**src/tmr_chan_pkg.sv**
```systemverilog
// Package for the two-channel timer per-channel control block.
// Holds register layouts, reset values, pin function codes and carrier structs.
package tmr_chan_pkg;

    localparam int N_CH = 2;

    // Register select codes on the 8-bit register path.
    localparam logic [3:0] SEL_IRQ_EN   = 4'h0;
    localparam logic [3:0] SEL_OUT_LVL  = 4'h1;
    localparam logic [3:0] SEL_FILTER   = 4'h2;
    localparam logic [3:0] SEL_MODE_A   = 4'h3;

    // Interrupt enable register fields.
    localparam int IE_OVF   = 4;
    localparam int IE_D     = 3;
    localparam int IE_C     = 2;
    localparam int IE_B     = 1;
    localparam int IE_A     = 0;
    localparam logic [7:0] IE_RSVD_ONES  = 8'hE0;
    localparam logic [7:0] IE_WMASK      = 8'h1F;
    localparam logic [7:0] IE_RESET      = 8'h00;

    // Output level register fields.
    localparam int LVL_D    = 2;
    localparam int LVL_C    = 1;
    localparam int LVL_B    = 0;
    localparam logic [7:0] LVL_RSVD_ONES = 8'hF8;
    localparam logic [7:0] LVL_WMASK     = 8'h07;
    localparam logic [7:0] LVL_RESET     = 8'h00;

    // Filter select register fields.
    localparam int FLT_CK_HI = 7;
    localparam int FLT_CK_LO = 6;
    localparam logic [7:0] FLT_WMASK     = 8'hCF;
    localparam logic [7:0] FLT_RESET     = 8'h00;

    // Filter sampling clock choices.
    localparam logic [1:0] FCK_DIV32 = 2'b00;
    localparam logic [1:0] FCK_DIV8  = 2'b01;
    localparam logic [1:0] FCK_PHI   = 2'b10;
    localparam logic [1:0] FCK_PRESC = 2'b11;
    localparam logic [4:0] DIV32_LAST = 5'h1F;
    localparam logic [4:0] DIV8_MASK  = 5'h07;

    // Filter agreement length in samples.
    localparam logic [1:0] FLT_SAMPLES = 2'h3;

    // Combination field codes.
    localparam logic [1:0] CMB_NONE = 2'b00;
    localparam logic [1:0] CMB_RSYN = 2'b01;

    // Pin A of channel 0 function, one-hot.
    typedef enum logic [3:0] {
        PIN_GPIO    = 4'b0001,
        PIN_PWM_MODE_THREE    = 4'b0010,
        PIN_COMPARE = 4'b0100,
        PIN_CAPTURE = 4'b1000
    } pin_func_t;

    // Status flags of one channel.
    typedef struct packed {
        logic overflow_flag;
        logic underflow_flag;
        logic match_flag_d;
        logic match_flag_c;
        logic match_flag_b;
        logic match_flag_a;
    } chan_flags_t;

    // Interrupt requests of one channel.
    typedef struct packed {
        logic overflow_irq;
        logic match_irq_d;
        logic match_irq_c;
        logic match_irq_b;
        logic match_irq_a;
    } chan_irq_t;

    // Mode bits that select pin A of channel 0.
    typedef struct packed {
        logic       pin_a_ch0_output_disable;
        logic       external_clock_start;
        logic [1:0] combination_mode_field;
        logic       pwm_mode_three;
        logic [2:0] pin_a_io_select;
    } pin_a_mode_t;

endpackage

```
**src/tmr_pin_filter.sv**
```systemverilog
// Digital noise filter for one capture pin.
// Assumes the pin is already synchronous to clk; sample_en is a one-cycle strobe.
`timescale 1ns/1ps
module tmr_pin_filter (
    // Clock and reset
    input  wire logic clk,
    input  wire logic rst,
    // Control
    input  wire logic sample_en,
    input  wire logic bypass,
    // Pin
    input  wire logic pin_in,
    output logic      pin_out
);

    logic [1:0] agree_q;
    logic       level_q;
    logic       prev_q;

    // The level only moves after the pin holds steady for a full run of samples.
    always_ff @(posedge clk) begin
        if (rst) begin
            agree_q <= 2'h0;
            level_q <= 1'b0;
            prev_q  <= 1'b0;
        end else if (sample_en) begin
            prev_q <= pin_in;
            if (pin_in != prev_q) begin
                agree_q <= 2'h0;
            end else if (agree_q != tmr_chan_pkg::FLT_SAMPLES) begin
                agree_q <= agree_q + 2'h1;
            end else begin
                level_q <= pin_in;
            end
        end
    end

    assign pin_out = bypass ? pin_in : level_q;

endmodule

```
**src/tmr_chan_ctrl.sv**
```systemverilog
// Per-channel interrupt gating, PWM level control, input filters and pin A mode decode.
// Assumes the CPU drives an 8-bit register path synchronous to clk; the counting engine
// supplies flags, the prescaler clock strobe and raw PWM levels.
//
// Summary of operation
// - Enable bit 4 gates overflow and underflow flags onto the overflow request.
// - Enable bit 3 gates match flag D onto its request.
// - Enable bit 2 gates match flag C onto its request.
// - Enable bit 1 gates match flag B onto its request.
// - Enable bit 0 gates match flag A onto its request.
// - Unused enable bits 7-5 and level bits 7-3 read one; all reset zero.
// - Each of two channels has its own enable, level and filter registers.
// - In PWM mode level bit 2 picks pin D active level.
// - In PWM mode level bit 1 picks pin C active level.
// - In PWM mode level bit 0 picks pin B active level.
// - Filter bits 7:6 pick phi/32, phi/8, phi or the prescaler clock.
// - Filter bits 3..0 enable the filter on pins D, C, B, A.
// - A filter setting acts only while its pin is an input.
// - Filter bits 5 and 4 read zero.
// - Counter and compare registers are whole 16-bit words, never bytes.
// - All other registers sit on an 8-bit path.
// - Register settings choose timer, PWM, PWM_MODE_THREE and combination modes.
// - Channel 0 pin A gives PWM_MODE_THREE output with all select bits clear.
// - Channel 0 pin A is compare output for PWM_MODE_THREE bit one, I/O 001 or 01X.
// - Channel 0 pin A captures for I/O 1XX with PWM_MODE_THREE bit one, else general I/O.
// - Combination field 01 is reset synchronous, 10 or 11 complementary.
`timescale 1ns/1ps
module tmr_chan_ctrl (
    // Clock and reset
    input  wire logic                                             clk,
    input  wire logic                                             rst,
    // 8-bit register path
    input  wire logic                                             reg_sel_ch,
    input  wire logic [3:0]                                       reg_sel,
    input  wire logic                                             reg_wr,
    input  wire logic                                             reg_rd,
    input  wire logic [7:0]                                       reg_wdata,
    output logic      [7:0]                                       reg_rdata,
    // Flags from the counting engine
    input  wire tmr_chan_pkg::chan_flags_t [tmr_chan_pkg::N_CH-1:0] flags,
    output tmr_chan_pkg::chan_irq_t [tmr_chan_pkg::N_CH-1:0]      irq,
    // Mode state from the timer's mode registers
    input  wire logic [tmr_chan_pkg::N_CH-1:0][2:0]               pwm_mode_pins,
    input  wire logic [tmr_chan_pkg::N_CH-1:0][3:0]               pin_is_input,
    input  wire logic                                             presc_tick,
    // PWM waveform levels and pins
    input  wire logic [tmr_chan_pkg::N_CH-1:0][2:0]               pwm_raw,
    output logic      [tmr_chan_pkg::N_CH-1:0][2:0]               pwm_pin_out,
    // Capture pins and filtered result
    input  wire logic [tmr_chan_pkg::N_CH-1:0][3:0]               cap_pin_in,
    output logic      [tmr_chan_pkg::N_CH-1:0][3:0]               cap_filtered,
    // Channel 0 pin A function
    output tmr_chan_pkg::pin_func_t                               pin_a0_func,
    output logic                                                  complementary_mode,
    output logic                                                  reset_sync_mode
);

    logic [tmr_chan_pkg::N_CH-1:0][7:0] irq_en_q;
    logic [tmr_chan_pkg::N_CH-1:0][7:0] out_lvl_q;
    logic [tmr_chan_pkg::N_CH-1:0][7:0] filter_q;
    tmr_chan_pkg::pin_a_mode_t          mode_a_q;
    logic [4:0]                         div_q;
    logic [tmr_chan_pkg::N_CH-1:0]      tick;
    logic [tmr_chan_pkg::N_CH-1:0][3:0] filt_raw;
    logic [7:0]                         rdata_d;

    // Write strobe decode used by every register.
    function automatic logic hit(input logic [3:0] sel, input logic ch_sel,
                                 input logic [3:0] want, input int ch);
        hit = (sel == want) && (ch_sel == ch[0]);
    endfunction

    // Free divider for the phi/8 and phi/32 filter sampling strobes.
    always_ff @(posedge clk) begin
        if (rst) begin
            div_q <= 5'h00;
        end else begin
            div_q <= div_q + 5'h01;
        end
    end

    // Mode bits of pin A, channel 0, loaded as one byte on the 8-bit path.
    always_ff @(posedge clk) begin
        if (rst) begin
            mode_a_q <= '0;
        end else if (reg_wr && hit(reg_sel, reg_sel_ch, tmr_chan_pkg::SEL_MODE_A, 0)) begin
            mode_a_q <= reg_wdata;
        end
    end

    genvar ch;
    generate
        for (ch = 0; ch < tmr_chan_pkg::N_CH; ch++) begin : g_ch
            // Separate register set for every channel.
            always_ff @(posedge clk) begin
                if (rst) begin
                    irq_en_q[ch]  <= tmr_chan_pkg::IE_RESET;
                    out_lvl_q[ch] <= tmr_chan_pkg::LVL_RESET;
                    filter_q[ch]  <= tmr_chan_pkg::FLT_RESET;
                end else if (reg_wr) begin
                    if (hit(reg_sel, reg_sel_ch, tmr_chan_pkg::SEL_IRQ_EN, ch)) begin
                        irq_en_q[ch] <= reg_wdata & tmr_chan_pkg::IE_WMASK;
                    end else if (hit(reg_sel, reg_sel_ch, tmr_chan_pkg::SEL_OUT_LVL, ch)) begin
                        out_lvl_q[ch] <= reg_wdata & tmr_chan_pkg::LVL_WMASK;
                    end else if (hit(reg_sel, reg_sel_ch, tmr_chan_pkg::SEL_FILTER, ch)) begin
                        filter_q[ch] <= reg_wdata & tmr_chan_pkg::FLT_WMASK;
                    end
                end
            end

            // Requests follow flag AND enable with one register stage.
            always_ff @(posedge clk) begin
                if (rst) begin
                    irq[ch] <= '0;
                end else begin
                    irq[ch].overflow_irq <= (flags[ch].overflow_flag
                        | flags[ch].underflow_flag) & irq_en_q[ch][tmr_chan_pkg::IE_OVF];
                    irq[ch].match_irq_d <= flags[ch].match_flag_d
                        & irq_en_q[ch][tmr_chan_pkg::IE_D];
                    irq[ch].match_irq_c <= flags[ch].match_flag_c
                        & irq_en_q[ch][tmr_chan_pkg::IE_C];
                    irq[ch].match_irq_b <= flags[ch].match_flag_b
                        & irq_en_q[ch][tmr_chan_pkg::IE_B];
                    irq[ch].match_irq_a <= flags[ch].match_flag_a
                        & irq_en_q[ch][tmr_chan_pkg::IE_A];
                end
            end

            // A level bit of 0 inverts the raw high-true waveform, making the pin low-active.
            always_ff @(posedge clk) begin
                if (rst) begin
                    pwm_pin_out[ch] <= 3'h0;
                end else begin
                    pwm_pin_out[ch][2] <= pwm_mode_pins[ch][2]
                        ? ~(pwm_raw[ch][2] ^ out_lvl_q[ch][tmr_chan_pkg::LVL_D])
                        : pwm_raw[ch][2];
                    pwm_pin_out[ch][1] <= pwm_mode_pins[ch][1]
                        ? ~(pwm_raw[ch][1] ^ out_lvl_q[ch][tmr_chan_pkg::LVL_C])
                        : pwm_raw[ch][1];
                    pwm_pin_out[ch][0] <= pwm_mode_pins[ch][0]
                        ? ~(pwm_raw[ch][0] ^ out_lvl_q[ch][tmr_chan_pkg::LVL_B])
                        : pwm_raw[ch][0];
                end
            end

            // Sampling strobe chosen by the clock field.
            always_comb begin
                case (filter_q[ch][tmr_chan_pkg::FLT_CK_HI:tmr_chan_pkg::FLT_CK_LO])
                    tmr_chan_pkg::FCK_DIV32: tick[ch] = (div_q == tmr_chan_pkg::DIV32_LAST);
                    tmr_chan_pkg::FCK_DIV8:
                        tick[ch] = ((div_q & tmr_chan_pkg::DIV8_MASK)
                                    == tmr_chan_pkg::DIV8_MASK);
                    tmr_chan_pkg::FCK_PHI:   tick[ch] = 1'b1;
                    default:                 tick[ch] = presc_tick;
                endcase
            end

            genvar p;
            for (p = 0; p < 4; p++) begin : g_pin
                // Bit p enables the filter of pin p (A at 0 .. D at 3), only for inputs.
                tmr_pin_filter tmr_pin_filter_i (
                    .clk       (clk),
                    .rst       (rst),
                    .sample_en (tick[ch]),
                    .bypass    (~(filter_q[ch][p] & pin_is_input[ch][p])),
                    .pin_in    (cap_pin_in[ch][p]),
                    .pin_out   (filt_raw[ch][p])
                );
            end

            always_ff @(posedge clk) begin
                if (rst) begin
                    cap_filtered[ch] <= 4'h0;
                end else begin
                    cap_filtered[ch] <= filt_raw[ch];
                end
            end
        end
    endgenerate

    // Pin A of channel 0 function decode.
    always_ff @(posedge clk) begin
        if (rst) begin
            pin_a0_func        <= tmr_chan_pkg::PIN_GPIO;
            complementary_mode <= 1'b0;
            reset_sync_mode    <= 1'b0;
        end else begin
            complementary_mode <= mode_a_q.combination_mode_field[1];
            reset_sync_mode    <= (mode_a_q.combination_mode_field
                                   == tmr_chan_pkg::CMB_RSYN);
            if (mode_a_q.pin_a_ch0_output_disable) begin
                pin_a0_func <= tmr_chan_pkg::PIN_GPIO;
            end else if (!mode_a_q.external_clock_start
                         && mode_a_q.combination_mode_field == tmr_chan_pkg::CMB_NONE
                         && !mode_a_q.pwm_mode_three) begin
                pin_a0_func <= tmr_chan_pkg::PIN_PWM_MODE_THREE;
            end else if (mode_a_q.combination_mode_field == tmr_chan_pkg::CMB_NONE
                         && mode_a_q.pwm_mode_three
                         && (mode_a_q.pin_a_io_select == 3'b001
                             || mode_a_q.pin_a_io_select[2:1] == 2'b01)) begin
                pin_a0_func <= tmr_chan_pkg::PIN_COMPARE;
            end else if (mode_a_q.pwm_mode_three && mode_a_q.pin_a_io_select[2]) begin
                pin_a0_func <= tmr_chan_pkg::PIN_CAPTURE;
            end else begin
                pin_a0_func <= tmr_chan_pkg::PIN_GPIO;
            end
        end
    end

    // Read data; reserved ones are forced on the fly.
    always_comb begin
        // Only byte registers live here; the word-wide counter and compare registers do not.
        rdata_d = 8'h00;
        if (reg_sel == tmr_chan_pkg::SEL_IRQ_EN) begin
            rdata_d = irq_en_q[reg_sel_ch] | tmr_chan_pkg::IE_RSVD_ONES;
        end else if (reg_sel == tmr_chan_pkg::SEL_OUT_LVL) begin
            rdata_d = out_lvl_q[reg_sel_ch] | tmr_chan_pkg::LVL_RSVD_ONES;
        end else if (reg_sel == tmr_chan_pkg::SEL_FILTER) begin
            rdata_d = filter_q[reg_sel_ch] & tmr_chan_pkg::FLT_WMASK;
        end else if (reg_sel == tmr_chan_pkg::SEL_MODE_A && !reg_sel_ch) begin
            rdata_d = mode_a_q;
        end
    end

    // Read data is registered: it appears one cycle after the read strobe.
    always_ff @(posedge clk) begin
        if (rst) begin
            reg_rdata <= 8'h00;
        end else if (reg_rd) begin
            reg_rdata <= rdata_d;
        end
    end

endmodule

```
**config.mk**
```make
export PLATFORM = sky130hd
export DESIGN_NAME = tmr_chan_ctrl
export DESIGN_NICKNAME = d
export VERILOG_FILES = /design/src/tmr_chan_pkg.sv /design/src/tmr_pin_filter.sv /design/src/tmr_chan_ctrl.sv
export SDC_FILE = /design/constraint.sdc
export NUM_CORES = 1
export LEC_CHECK = 0
export BUFFER_PORTS_ARGS = -buffer_cell sky130_fd_sc_hd__buf_2
export CAP_MARGIN = 20
export CELL_PAD_IN_SITES_DETAIL_PLACEMENT = 1
export CELL_PAD_IN_SITES_GLOBAL_PLACEMENT = 2
export CORE_AREA = 2 2 121 123
export CTS_CLUSTER_DIAMETER = 200
export DETAILED_ROUTE_END_ITERATION = 10
export DIE_AREA = 0 0 123 125
export GPL_TIMING_DRIVEN = 0
export HOLD_SLACK_MARGIN = 0.06
export PLACE_DENSITY = 0.87
export SLEW_MARGIN = 20
export SYNTH_ARGS = -nofsm -noshare
export SYNTH_HDL_FRONTEND = slang
export SYNTH_SLANG_ARGS = --single-unit
```
**constraint.sdc**
```tcl
create_clock -name clk -period 6.1 [get_ports clk]
set_clock_uncertainty 0.15 [all_clocks]
set_input_delay 1.22 -clock clk [delete_from_list [all_inputs] [get_ports clk]]
set_output_delay 1.22 -clock clk [all_outputs]
set_load 0.01 [all_outputs]
```
==> metrics.yaml <==
placed_design:
  portBuffers: 92
  dp_hpwl_mm: 10.9
  pre_cts_slack_ns: 3.15
  gp_congestion: 0.862
  dpl.cell_count: 810
  placed_cell_area_um2: 5490
floorplanning:
  die_height_um: 125
  rows: 44
  die_area_um2: 15400
  io_pins: 96
  die_x_um: 123
  initial_core_util_pct: 33.8
  core_um2: 14200
worst_setup_path:
  crit_family: "compound AO/OA/AOI/OAI gates"
  reg2regPathDepth: 7
  critPathMostFrequentCell: "buf_2"
  crit_type: "input pin to flip-flop"
  cp-start-kind: "input pin"
  r2r_start: "div_q[0]$_SDFF_PP0_"
  worstPathArrival_ns: 2.69
  crit_path_end_kind: "flip-flop"
  max_stage_delay_ns: 0.39
  required_ns: 6.18
  cp-startpoint: "reg_sel[1]"
  worst-path-buf-inv: 3
  crit_path_max_fanout: 10
  rrSetupSlack_ns: 3.67
  critPathSlowestCell: "a221oi_1"
  regToRegEndpoint: "g_ch[1].g_pin[3].tmr_pin_filter_i.level_q$_SDFFE_PP0P_"
  timing.critical_path.cells: "buf_2, buf_2, clkbuf_1, o21ai_0, a221oi_1, o32ai_1"
sta:
  slew_viol_final: 0
  timing.fmax_mhz: 383
  timing.final.crit_share_pct: 42.8
  setup_viol: 0
  hold_slack_ns: 0.324
  setup_tns_ns: 0
  fin_ws_ns: 3.49
  hold_viol_final: 0
  layout_min_cycle_time_ns: 2.61
  rsz0062_at_grt: "no"
  maxSlewHeadroom_pct: 50.1
  tightest_slew_ns: 0.748
cts:
  cts-buffers-inserted: 9
  clockRootBuffer: "clkbuf_16"
  worstSkewPairLatency_ns: 0.36
  cts.clk_slew.worst_paths_ns: 0.07
  cts_post_setup_buffers_inserted: 0
  htree_levels: 3
  clockBufferDepth: 2
  tritoncts: "built"
  cts-resized-gates: 0
  cts_hold_buf: 0
  cts.sinks: 111
routing:
  first_iter_violations: 256
  via_count: 4339
  via_per_inst: 5.25
  first_pass_iters: 4
  postRouteAntennaNets: 0
  wl_mm: 14.8
  drt-wirelength-per-cell_um: 17.9
  route.detailed.drc: 0
min_path:
  hold_depth: 2
  hp-class: "flip-flop to flip-flop"
  min_from: "reg_rdata[5]$_SDFFE_PP0P_"
  holdPathEnd: "reg_rdata[5]$_SDFFE_PP0P_"
synth:
  synth_edf_count: 0
  yosysTopAreaCellShare_pct: 46.3
  yosysSeqAreaShare_pct: 46.3
  synth_flop_cell: "dfxtp_1"
  synth.distinct_cells: 46
  synth_top_area_cell: "dfxtp_1"
  synth_seq_cells: 111
  synthCells: 534
  yosysMostFrequentCell: "dfxtp_1"
  async_reset_ff_share_pct: 0
  ys_top_cells_by_area: "dfxtp_1 46%, mux2i_1 6.1%, a21oi_1 5.0%, nand2_1 4.7%, nor2_1 3.5%"
  synthesis.area_um2: 4790
  synth_common_cells: "111 x dfxtp_1, 60 x nand2_1, 48 x a21oi_1"
  synth.net_count: 603
  yosys_warnings: 0
  synth.avg_cell_area_um2: 8.98
grt:
  grt_pass1_wl_mm: 23.4
  grt_max_degree: 18
  antenna_found_initial: 0
  grt-ovfl-total: 0
  gr-usage-all-layers_pct: 19.6
  grt_pass1_vias: 4480
pwr:
  peakVddDrop_uv: 122
  finalPower_mw: 1.45
  p_leak_nw: 2.27
  powerDensity_nw_per_um2: 251
layout:
  instances_no_fill: 826
  area.growth.synth_to_final_pct: 20.6
  diodes: 0
  drive_above_1_share_pct: 19.8
  nets: 706
  fin_area_um2: 5780
  final_util_pct: 40.7
outcome:
  status: "finished clean"
job:
  cap_violations: 0
sequential cells by signal (all words and copies together), names as in the netlist, 4 cells and up:
name and cells:
g_ch.g_pin.tmr_pin_filter_i.agree_q 16, filter_q 12, irq 10, irq_en_q 10, cap_filtered 8, g_ch.g_pin.tmr_pin_filter_i.level_q 8, g_ch.g_pin.tmr_pin_filter_i.prev_q 8, mode_a_q 8
reg_rdata 8, out_lvl_q 6, pwm_pin_out 6, div_q 5, pin_a0_func 4
kinds of logic (layout without fill, tap and decap cells):
logic type                 after synthesis  in the layout  share of synthesized area, %
AOI/OAI and AO/OA                      113            113                          14.2
xor gates and xnor gates                15             15                          2.74
adders and majority gates               11             11                          2.87
buffers and inverters                   40            148                          3.71
DFF                                    111            111                          46.3
muxes                                   32             32                          6.76
and+or+nand+nor                        212            212                          23.4
area by class of cell:
| type | instances | area [um^2] |
|---|---|---|
| Inverter | 11 | 41.3 |
| Clock buffer | 12 | 267 |
| Clock inverter | 4 | 28.8 |
| Tap cell | 184 | 230 |
| Sequential cell | 111 | 2220 |
| Buffer | 29 | 136 |
| Timing Repair Buffer | 92 | 460 |
| Fill cell | 1694 | 8420 |
| Multi-Input combinational cell | 383 | 2390 |
report_power, final:
part           switching (mW)  internal (mW)
clock                   0.282          0.311
combinational          0.0716         0.0438
sequential            0.00654          0.737
total                   0.360           1.09
how the worst max path moves through the flow:
stage                                endpoint  slack [ns]  depth (start not counted)
finish              reg_rdata[3]$_SDFFE_PP0P_        3.49                          6
global route        reg_rdata[3]$_SDFFE_PP0P_        3.41                          6
CTS                 reg_rdata[3]$_SDFFE_PP0P_        3.54                          6
detailed placement  reg_rdata[3]$_SDFFE_PP0P_        3.15                          6
global placement    reg_rdata[3]$_SDFFE_PP0P_        3.19                          6
floorplan            mode_a_q[0]$_SDFFE_PP0P_        3.59                          6
cells in the final DEF (no fill, tap or decap), types with 12 or more instances in the layout:
master and n:
nand4_1 13, clkbuf_1 18, nand3_1 28, nand2b_1 12, buf_2 99, a21oi_1 48, nor2_1 45, dfxtp_1 111
o21ai_0 23, mux2i_1 29, nor2b_1 12, nand2_1 60
worst register-to-register path, cell delays in order (launching register included):
cell and delay (ns):
dfxtp_1 0.35, ha_1 0.22, and3_1 0.15, ha_1 0.21, mux2_2 0.34, o21ai_1 0.56, o21ai_0 0.19, a31oi_1 0.18
routing by layer:
layer	up-vias	track usage (%)	part of all wire, %
met5	-	0	0
met4	0	5.68	1.7
met3	16	4.38	3.9
met2	90	32.3	48
met1	2124	25.7	46
li1	2109	-	-
No activity file was read; power rests on OpenSTA's default activity.
